$ cat config.mk
export PLATFORM = sky130hd
export DESIGN_NAME = cvr_regs
export DESIGN_NICKNAME = d
export VERILOG_FILES = /design/src/rtl/cvr_pkg.sv /design/src/rtl/cvr_ramp_if.sv /design/src/rtl/cvr_ramp.sv /design/src/rtl/cvr_regs.sv
export SDC_FILE = /design/constraint.sdc
export NUM_CORES = 1
export LEC_CHECK = 0
export BUFFER_PORTS_ARGS = -buffer_cell sky130_fd_sc_hd__buf_2
export CAP_MARGIN = 10
export CORE_MARGIN = 8
export CORE_UTILIZATION = 60
export CTS_BUF_LIST = sky130_fd_sc_hd__clkbuf_8
export DETAILED_ROUTE_END_ITERATION = 10
export GPL_TIMING_DRIVEN = 1
export PLACE_DENSITY = 0.86
export REMOVE_ABC_BUFFERS = 1
export SLEW_MARGIN = 25
export SYNTH_ARGS = -nofsm -noshare
export SYNTH_HDL_FRONTEND = slang
export SYNTH_SLANG_ARGS = --single-unit
$ cat constraint.sdc
create_clock -name clk -period 6.65 [get_ports clk]
set_input_delay 0.665 -clock clk [delete_from_list [all_inputs] [get_ports clk]]
set_output_delay 0.665 -clock clk [all_outputs]
set_load 0.005 [all_outputs]
$ cat src/rtl/cvr_pkg.sv
// shared constants for the converter voltage and ramp register bank
`default_nettype none
package cvr_pkg;
	// register offsets
	localparam logic [7:0] RAMP_CTRL_ADDR  = 8'h03;
	localparam logic [7:0] STEP_DOWN_ADDR  = 8'h04;
	localparam logic [7:0] FIRST_REG_ADDR  = 8'h05;
	localparam logic [7:0] SECOND_REG_ADDR = 8'h06;
	// ramp control field positions
	localparam int SCALING_ENABLE_BIT = 4;
	localparam int SLEW_CODE_MSB      = 3;
	localparam int SLEW_CODE_LSB      = 0;
	// reset values
	localparam logic       SCALING_ENABLE_RST = 1'b0;
	localparam logic [3:0] SLEW_CODE_RST      = 4'h9;
	localparam logic [7:0] STEP_DOWN_RST      = 8'h02;
	localparam logic [7:0] SECOND_REG_RST     = 8'h0E;
	localparam logic [7:0] READ_UNMAPPED      = 8'h00;
	// code ranges and voltage scale of the step-down converter
	localparam logic [3:0]  SLEW_CODE_MAX  = 4'hB;
	localparam logic [7:0]  STEP_DOWN_MAX  = 8'h10;
	localparam logic [11:0] STEP_DOWN_BASE_MV = 12'h320; // 800 mV
	localparam logic [11:0] CODE_STEP_MV      = 12'h064; // 100 mV
	localparam logic [11:0] STEP_DOWN_RST_MV  =
		12'(STEP_DOWN_BASE_MV + 12'(STEP_DOWN_RST) * CODE_STEP_MV);
	// slew rates are given per microsecond
	localparam int CLK_PERIOD_NS = 10;
	localparam int RATE_TIME_NS  = 1000;
	localparam int US_CYCLES     = RATE_TIME_NS / CLK_PERIOD_NS;
	localparam logic [6:0] US_LAST = 7'(US_CYCLES - 1);
endpackage
`default_nettype wire

$ cat src/rtl/cvr_ramp_if.sv
// link between the register bank and the setpoint ramp
`default_nettype none
interface cvr_ramp_if;
	logic        scalingEnable;
	logic [3:0]  slewRateCode;
	logic [7:0]  targetCode;
	logic [11:0] setpointMv;
	modport ctrl (output scalingEnable, output slewRateCode,
		output targetCode, input setpointMv);
	modport ramp (input scalingEnable, input slewRateCode,
		input targetCode, output setpointMv);
endinterface
`default_nettype wire

$ cat src/rtl/cvr_ramp.sv
// step-down converter setpoint ramp at the selected slew rate
`default_nettype none
module cvr_ramp
	import cvr_pkg::*;
(
	input  wire logic clk,    // system clock
	input  wire logic resetn, // synchronous reset, active low
	input  wire logic ce,     // clock enable
	cvr_ramp_if.ramp  rif     // configuration in, setpoint out
);
	logic [11:0] spMv_r, spMv_nxt;
	logic [6:0]  usCnt_r, usCnt_nxt;
	logic [11:0] targetMv;
	logic [11:0] stepMv;
	logic [4:0]  codeClip;
	logic [3:0]  slewClip;

	// out-of-range codes saturate so the converter never overshoots
	always_comb begin
		codeClip = (rif.targetCode > STEP_DOWN_MAX) ? 5'(STEP_DOWN_MAX)
			: rif.targetCode[4:0];
		slewClip = (rif.slewRateCode > SLEW_CODE_MAX) ? SLEW_CODE_MAX
			: rif.slewRateCode;
		targetMv = 12'(STEP_DOWN_BASE_MV + 12'(codeClip) * CODE_STEP_MV);
		stepMv = 12'(slewClip) + 12'h001;
	end

	// one step of (code+1) mV per microsecond toward the target
	always_comb begin
		spMv_nxt = spMv_r;
		usCnt_nxt = usCnt_r;
		if (!rif.scalingEnable) begin
			spMv_nxt = targetMv;
			usCnt_nxt = 7'h00;
		end else if (usCnt_r == US_LAST) begin
			usCnt_nxt = 7'h00;
			if (spMv_r < targetMv) begin
				spMv_nxt = (12'(targetMv - spMv_r) > stepMv)
					? 12'(spMv_r + stepMv) : targetMv;
			end else if (spMv_r > targetMv) begin
				spMv_nxt = (12'(spMv_r - targetMv) > stepMv)
					? 12'(spMv_r - stepMv) : targetMv;
			end
		end else begin
			usCnt_nxt = 7'(usCnt_r + 7'h01);
		end
	end

	always_ff @(posedge clk) begin
		if (!resetn) begin
			spMv_r <= STEP_DOWN_RST_MV;
			usCnt_r <= 7'h00;
		end else if (ce) begin
			spMv_r <= spMv_nxt;
			usCnt_r <= usCnt_nxt;
		end
	end

	assign rif.setpointMv = spMv_r;
endmodule
`default_nettype wire

$ cat src/rtl/cvr_regs.sv
// converter voltage and ramp configuration register bank
`default_nettype none
module cvr_regs
	import cvr_pkg::*;
#(
	parameter logic [7:0] FIRST_REG_RST = 8'h0C // variant reset code
) (
	input  wire logic        clk,            // system clock
	input  wire logic        resetn,         // synchronous reset, active low
	input  wire logic        ce,             // clock enable, freezes state
	input  wire logic [7:0]  regAddr,        // register pointer
	input  wire logic        regWrite,       // write strobe
	input  wire logic [7:0]  regWdata,       // write data
	input  wire logic        regRead,        // read strobe
	output logic      [7:0]  regRdata,       // read data
	output logic             regRvalid,      // read data valid pulse
	output logic             scalingEnable,  // dynamic scaling on
	output logic      [3:0]  slewRateCode,   // ramp rate code
	output logic      [7:0]  stepDownCode,   // step-down voltage code
	output logic      [7:0]  firstRegCode,   // first regulator code
	output logic      [7:0]  secondRegCode,  // second regulator code
	output logic      [11:0] stepDownSetMv   // ramped setpoint in mV
);
	logic       scalEn_r, scalEn_nxt;
	logic [3:0] slew_r, slew_nxt;
	logic [7:0] stepDown_r, stepDown_nxt;
	logic [7:0] firstReg_r, firstReg_nxt;
	logic [7:0] secondReg_r, secondReg_nxt;
	logic [7:0] rdata_r, rdata_nxt;
	logic       rvalid_r, rvalid_nxt;
	logic [7:0] rampCtrlView;

	cvr_ramp_if rampLink ();

	// reserved bits are not stored at all, so they can only read zero
	assign rampCtrlView = {3'b000, scalEn_r, slew_r};

	// register writes, one byte per strobe
	always_comb begin
		scalEn_nxt = scalEn_r;
		slew_nxt = slew_r;
		stepDown_nxt = stepDown_r;
		firstReg_nxt = firstReg_r;
		secondReg_nxt = secondReg_r;
		if (regWrite) begin
			if (regAddr == RAMP_CTRL_ADDR) begin
				scalEn_nxt = regWdata[SCALING_ENABLE_BIT];
				slew_nxt = regWdata[SLEW_CODE_MSB:SLEW_CODE_LSB];
			end else if (regAddr == STEP_DOWN_ADDR) begin
				stepDown_nxt = regWdata;
			end else if (regAddr == FIRST_REG_ADDR) begin
				firstReg_nxt = regWdata;
			end else if (regAddr == SECOND_REG_ADDR) begin
				secondReg_nxt = regWdata;
			end
		end
	end

	// read path; unmapped pointers answer zero
	always_comb begin
		rvalid_nxt = regRead;
		rdata_nxt = rdata_r;
		if (regRead) begin
			if (regAddr == RAMP_CTRL_ADDR) begin
				rdata_nxt = rampCtrlView;
			end else if (regAddr == STEP_DOWN_ADDR) begin
				rdata_nxt = stepDown_r;
			end else if (regAddr == FIRST_REG_ADDR) begin
				rdata_nxt = firstReg_r;
			end else if (regAddr == SECOND_REG_ADDR) begin
				rdata_nxt = secondReg_r;
			end else begin
				rdata_nxt = READ_UNMAPPED;
			end
		end
	end

	// state registers; reset codes come from the package and parameter
	always_ff @(posedge clk) begin
		if (!resetn) begin
			scalEn_r <= SCALING_ENABLE_RST;
			slew_r <= SLEW_CODE_RST;
			stepDown_r <= STEP_DOWN_RST;
			firstReg_r <= FIRST_REG_RST;
			secondReg_r <= SECOND_REG_RST;
			rdata_r <= READ_UNMAPPED;
			rvalid_r <= 1'b0;
		end else if (ce) begin
			scalEn_r <= scalEn_nxt;
			slew_r <= slew_nxt;
			stepDown_r <= stepDown_nxt;
			firstReg_r <= firstReg_nxt;
			secondReg_r <= secondReg_nxt;
			rdata_r <= rdata_nxt;
			rvalid_r <= rvalid_nxt;
		end
	end

	// configuration to the ramp
	assign rampLink.scalingEnable = scalEn_r;
	assign rampLink.slewRateCode = slew_r;
	assign rampLink.targetCode = stepDown_r;

	cvr_ramp u_ramp (
		.clk    (clk),
		.resetn (resetn),
		.ce     (ce),
		.rif    (rampLink.ramp)
	);

	// every output is a flip-flop
	assign regRdata = rdata_r;
	assign regRvalid = rvalid_r;
	assign scalingEnable = scalEn_r;
	assign slewRateCode = slew_r;
	assign stepDownCode = stepDown_r;
	assign firstRegCode = firstReg_r;
	assign secondRegCode = secondReg_r;
	assign stepDownSetMv = rampLink.setpointMv;
endmodule
`default_nettype wire

---- Yosys cells after proc, flatten, opt, wreduce, memory -nomap -nowiden ----
Index checks and enable logic that the tools add are counted.
word-level totals
  register bits after elaboration ......... 57
  output and inout port bits .............. 50
  word-level logic and storage cells ...... 53
operators by class
  add/sub/neg operators ................... 7
  $mul .................................... 1
  order comparisons ....................... 6
  equal/unequal tests ..................... 7
  muxes and demuxes ....................... 14
  bitwise gates (word level) .............. 3
  reductions and logical operators ........ 6
operator list
  kind                                                           count
  two-way mux 12 bit                                             6
  greater-than comparator 12 bit                                 3
  subtractor 12 bit                                              3
  two-way mux 8 bit                                              4
  == test 8 x 3 -> 1 bit, second input constant                  3
  two-way mux 7 bit                                              2
  adder 10 x 12 -> 12 bit, first input constant                  1
  adder 12 bit                                                   1
  < comparator 12 bit                                            1
  multiplier 5 x 5 -> 10 bit, second input constant              1
  == test 8 x 2 -> 1 bit, second input constant                  1
  greater-than comparator 8 x 5 -> 1 bit, second input constant  1
  adder 7 x 1 -> 7 bit, second input constant                    1
  == test 7 bit, second input constant                           1
  AND reduction 3 bit                                            2
  AND reduction 6 bit                                            1
  adder 4 x 1 -> 5 bit, second input constant                    1
  two-way mux 5 bit                                              1
  AND reduction 5 bit                                            1
  greater-than comparator 4 bit, second input constant           1
  two-way mux 4 bit                                              1
  AND reduction 4 bit                                            1
  != test 3 x 1 -> 1 bit, second input constant                  1
  inverter 1 bit                                                 3
  other kinds (2)                                                2

---- Logic depth before layout (Yosys ltp) ----
  word-level depth ........................ 11
  depth in mapped cells ................... 23
  mapped depth without buffers ............ 22

---- Hierarchy ----
From an unflattened synthesis, not the netlist that was laid out.
unflattened totals
  cell total of the unflattened synthesis .. 616
  area total of the unflattened synthesis .. 5,057.4 µm²
modules (own cells, without submodules)
  module    instances  cells each  area each (µm²)  sequential area each (µm²)
  cvr_ramp  1          435         3,283.1          380.4
  cvr_regs  1          181         1,774.2          760.7

---- Least setup slack after synthesis ----
Ideal clock, no wire load.
  kind .................................... flip-flop to flip-flop
  start ................................... reg stepDown_r[4], in the netlist stepDownCode[4]
  end ..................................... reg u_ramp.spMv_r[7], in the netlist u_ramp.rif.setpointMv[7]
  library setup time ...................... 119 ps
  arrival ................................. 5,447 ps
  slack ................................... 1,085 ps
  stages on the path, launching flop included .. 24
  path through ............................ dfxtp_1 -> nor4_1 -> nand2_1 -> inv_1 -> ha_1 -> ha_1 -> ha_1 -> fa_1 -> xnor2_1 -> nand2_1 -> or3_4 -> nand2_1 -> inv_1 -> ha_1 -> buf_2 -> nand2_1 -> a21oi_1 -> o2111ai_1 -> a2111o_1 -> nor4_4 -> nor2_2 -> a211o_1 -> a221o_1 -> o221a_2
between the ends
  cells in the longest elaborated chain, start to end .. 11
  elaborated cells between the ends (all ways) .. 18
  classes of those cells .................. add/sub (3); mul (1); order compare (5); eq/ne (1); mux (7); reduce/logical (1)
ends and longest elaborated chain
  element                                 RTL line        RTL
  from (decl)                             cvr_regs.sv:26  logic [7:0] stepDown_r, stepDown_nxt;
  from (signal assigned)                  cvr_regs.sv:91  stepDown_r <= stepDown_nxt;
  greater-than comparator 8 x 5 -> 1 bit  cvr_ramp.sv:20  codeClip = (rif.targetCode > STEP_DOWN_MAX) ? 5'(STEP_DOWN_MAX)
  two-way mux 5 bit *                     cvr_ramp.sv:20
  multiplier 5 x 5 -> 10 bit *            cvr_ramp.sv:24  targetMv = 12'(STEP_DOWN_BASE_MV + 12'(codeClip) * CODE_STEP_MV);
  adder 10 x 12 -> 12 bit *               cvr_ramp.sv:24
  subtractor 12 bit                       cvr_ramp.sv:41  spMv_nxt = (12'(spMv_r - targetMv) > stepMv)
  greater-than comparator 12 bit          cvr_ramp.sv:41
  two-way mux 12 bit                      cvr_ramp.sv:42  ? 12'(spMv_r - stepMv) : targetMv;
  two-way mux 12 bit                      cvr_ramp.sv:40  end else if (spMv_r > targetMv) begin
  two-way mux 12 bit                      cvr_ramp.sv:37  if (spMv_r < targetMv) begin
  two-way mux 12 bit                      cvr_ramp.sv:35  end else if (usCnt_r == US_LAST) begin
  two-way mux 12 bit                      cvr_ramp.sv:32  if (!rif.scalingEnable) begin
  to (signal assigned)                    cvr_ramp.sv:54  spMv_r <= spMv_nxt;
  to (decl)                               cvr_ramp.sv:11  logic [11:0] spMv_r, spMv_nxt;
Mark *: on every way between the ends. The rest lies on a longest branch, timed or not. The select of a mux whose other input is x is not followed.
A chain may end at the register's enable or synchronous reset.

---- Worst setup path in the final report ----
  start ................................... reg stepDown_r[4], in the netlist stepDownCode[4]
  end ..................................... reg u_ramp.spMv_r[10], in the netlist u_ramp.rif.setpointMv[10]
Same word-level chain as after synthesis.

==> reports/qor.tcl <==
set qor(cp_max_fo) 12
set qor(sort_of_element_at_the_start_of_the_critical_path) {register}
set qor(mostFrequentLayoutCell) {sky130_fd_sc_hd__buf_2}
set qor(post_place_instance_area_sq_um) 5370
set qor(post_synth_instance_area_sq_um) 5020
set qor(finalSetupViolCount) 0
set qor(critical_path.endpoint_type) {register}
set qor(worst_pin_slew_ns) 1.08
set qor(groute.usage.overall_pct) 26.1
set qor(wire_length_of_the_first_global_routing_pass_um) 24200
set qor(via_count_of_the_first_global_routing_pass) 4878
set qor(tritoncts_clock_tree) {yes}
set qor(critical_path.top_delay_family) {simple AND/OR/NAND/NOR gates}
set qor(synth_flop_cell) {sky130_fd_sc_hd__dfxtp_1}
set qor(max-slew-margin-rel_pct) 27.6
set qor(cell_seen_most_often_among_critical_path_stages) {sky130_fd_sc_hd__ha_1}
set qor(netlist_instances) 610
set qor(design_area_sq_um) 5630
set qor(ff_latch_area_sq_um) 1140
set qor(finalCriticalPeriod_ns) 6.21
set qor(remaining_drc_errors) 0
set qor(ys_seq_area_share_pct) 22.7
set qor(start_util_pct) 61.4
set qor(synth-edff-count) 0
set qor(ios) 71
set qor(finalClockSkew_ns) 0.0128
set qor(cts-root-to-sink-buffers) 2
set qor(synth.top_cell.area_share_pct) 22.7
set qor(post_drt_wl_per_cell_um) 19.5
set qor(complex_gate_fraction_of_the_synthesized_area_pct) 21.5
set qor(hpwl_um) 11600
set qor(max_cap_violations) 0
set qor(first_iter_violations) 420
set qor(worstPathArrival_ns) 6.41
set qor(cts_inserted_buffers) 9
set qor(min_period_over_period_pct) 93.3
set qor(insertedDiodeCount) 0
set qor(worstHoldPathType) {register to register}
set qor(number_of_buffers_inserted_by_port_buffering) 70
set qor(synth.distinct_cells) 85
set qor(tns_ns) 0
set qor(crit_required_ns) 6.85
set qor(antenna_found_initial) 0
set qor(post_synth_and_or_nand_nor_area_fraction_pct) 20.9
set qor(peakVddDrop_v) 0.000147
set qor(status) {completed}
set qor(synth.area.mux_share_pct) 7.92
set qor(cts_setup_buffers) 0
set qor(max_stage_delay_ns) 0.49
set qor(critPathSlowestCell) {sky130_fd_sc_hd__ha_1}
set qor(multiInputGateArea_sq_um) 3610
set qor(pwr_density_cell_nw_per_um2) 152
set qor(yosys_warnings) 0
set qor(layout-area-overhead-vs-synth_pct) 12.0
set qor(async_flop_share_pct) 0
set qor(synth_area_leaders) {sky130_fd_sc_hd__dfxtp_1 (23%), sky130_fd_sc_hd__ha_1 (14%), sky130_fd_sc_hd__mux2i_1 (6.6%)}
set qor(maximum_number_of_pins_on_one_net_before_global_route_repair) 30
set qor(post_drt_via_cell_ratio) 6.32
set qor(main_combinational_cell_family_by_area_after_synthesis) {compound AO/OA/AOI/OAI gates}
set qor(cts_hold_buf) 0
set qor(nNetsFinal) 748
set qor(final-hold-violation-count) 0
set qor(layout.core_utilization_pct) 68.8
set qor(cts.htree.levels) 3
set qor(area_of_the_die_sq_um) 11600
set qor(crit_buf_inv) 1
set qor(first_pass_iters) 5
set qor(row_count) 33
set qor(path_class) {register to register}
set qor(via_count) 4914
set qor(clock_sinks) 57
set qor(layout_cell_share_with_drive_strength_beyond_1_pct) 18.0
set qor(timing_limited_maximum_frequency_ghz) 0.161
set qor(mostFrequentLayoutCells) {sky130_fd_sc_hd__buf_2 (70), sky130_fd_sc_hd__nor2_1 (63), sky130_fd_sc_hd__dfxtp_1 (57)}
set qor(synthesis.area_per_instance_sq_um) 8.24
set qor(ys_ff_latch) 57
set qor(clk_transition_reported_paths_ns) 0.08
set qor(synth-adder-area-share_pct) 15.3
set qor(synth_xor_xnor_area_share_pct) 5.75
set qor(grt_overflow_total) 0
set qor(routed_wl_um) 15200
set qor(die_width_um) 108
set qor(path_cells) {nor4_2 -> and2_1 -> ha_1 -> ha_1 -> ha_1 -> fa_1 -> xnor2_1 -> nand2_1 -> or3_4 -> nand2_1 -> inv_1 -> ha_1 -> nand2_1 -> a21oi_1 -> o2111ai_1 -> a2111o_1 -> nor4_4 -> nor3_4 -> a21o_1 -> o32a_1 -> o31ai_1}
set qor(rsz0062_at_grt) {false}
set qor(die-height_um) 108
set qor(p_leak_nw) 2.63
set qor(timing_max_transition_violations_final) 0
set qor(design.core.area_sq_um) 8180
set qor(gp_congestion) 1.02
set qor(cts-resized-gates) 0
set qor(final.fill_count) 670
set qor(total_power_uw) 855
set qor(route.antenna.remaining_nets) 0
set qor(clk_latency_ns) 0.35
set qor(yosysTopAreaCell) {sky130_fd_sc_hd__dfxtp_1}
set qor(cts_root_buffer) {sky130_fd_sc_hd__clkbuf_8}
==> routing by layer <==
metal	track usage [%]	vias up	wire length, um
met4	11.3	0	582
met3	7.13	46	1340
li1	-	2311	-
met5	0	-	0
met1	31.2	2278	6180
met2	42.7	279	7050
==> sequential cells by signal, summed over array words and instances, names as in the netlist <==
register,cells
firstRegCode,8
regRdata,8
regRvalid,1
scalingEnable,1
secondRegCode,8
slewRateCode,4
stepDownCode,8
u_ramp.rif.setpointMv,12
u_ramp.usCnt_r,7
==> cell type report <==
cell class	count	share of cell area (%)
clock inverter	7	2.22
clock buffer	9	2.20
tap	105	2.33
timing repair buffer	70	6.22
sequential	57	20.3
multi-input combinational	491	64.1
inverter	39	2.60
==> tightest hold or removal path, stage by stage (launching register included) <==
cell and delay [ns]:
sky130_fd_sc_hd__dfxtp_1 0.32, sky130_fd_sc_hd__nand2b_1 0.06, sky130_fd_sc_hd__a21oi_1 0.06
==> metrics by stage <==
step	instances	hold WS [ns]	worst slack, ns
after floorplan	587	0.462	1.09
after global placement	762	0.457	0.584
after detailed placement	762	0.467	0.344
after CTS	778	0.480	0.238
after global routing	778	0.502	0.131
final	778	0.483	0.445
==> logic make-up (layout without fill, tap and decap cells) <==
| kind of cell | Yosys count | count (layout) |
|---|---|---|
| buffers and inverters | 64 | 125 |
| other | 2 | 4 |
| adders and majority gates | 59 | 59 |
| xor gates and xnor gates | 33 | 33 |
| muxes | 39 | 39 |
| DFF | 57 | 57 |
| AOI/OAI and AO/OA | 152 | 152 |
| and+or+nand+nor | 204 | 204 |
==> power breakdown <==
group          leakage [nW]  switching, mW  total [mW]  internal (mW)
Sequential            0.461        0.00232       0.346          0.344
Combinational          2.04         0.0599      0.0940         0.0341
Clock                 0.124          0.162       0.415          0.253
Total                  2.63          0.224       0.855          0.631
==> Yosys cell counts (5+ instances only) <==
cell and instances:
sky130_fd_sc_hd__a211oi_1 5, sky130_fd_sc_hd__a21o_1 8, sky130_fd_sc_hd__a21oi_1 48, sky130_fd_sc_hd__a21oi_2 5, sky130_fd_sc_hd__a22oi_1 7, sky130_fd_sc_hd__and3_1 5
sky130_fd_sc_hd__clkbuf_1 16, sky130_fd_sc_hd__dfxtp_1 57, sky130_fd_sc_hd__ha_1 55, sky130_fd_sc_hd__inv_1 39, sky130_fd_sc_hd__mux2_2 6, sky130_fd_sc_hd__mux2i_1 33
sky130_fd_sc_hd__nand2_1 41, sky130_fd_sc_hd__nand2b_1 11, sky130_fd_sc_hd__nand3_1 13, sky130_fd_sc_hd__nand4_1 7, sky130_fd_sc_hd__nor2_1 63, sky130_fd_sc_hd__nor2b_1 5
sky130_fd_sc_hd__nor3_1 19, sky130_fd_sc_hd__nor4_1 6, sky130_fd_sc_hd__o21a_1 5, sky130_fd_sc_hd__o21ai_0 15, sky130_fd_sc_hd__o21bai_1 6, sky130_fd_sc_hd__xnor2_1 19
sky130_fd_sc_hd__xor2_1 14
==> path summary, 6_finish.rpt <==
| path | end | depth (start not counted) | from | slack, ns |
|---|---|---|---|---|
| worst max-delay path | u_ramp.rif.setpointMv[10] | 21 | stepDownCode[4] | 0.44 |
| worst min-delay path | regRvalid | 2 | regRvalid | 0.48 |
| worst max register to register | u_ramp.rif.setpointMv[10] | 21 | stepDownCode[4] | 0.44 |
| worst min register to register | regRvalid | 2 | regRvalid | 0.48 |
Power figures use the tool's default switching activity.
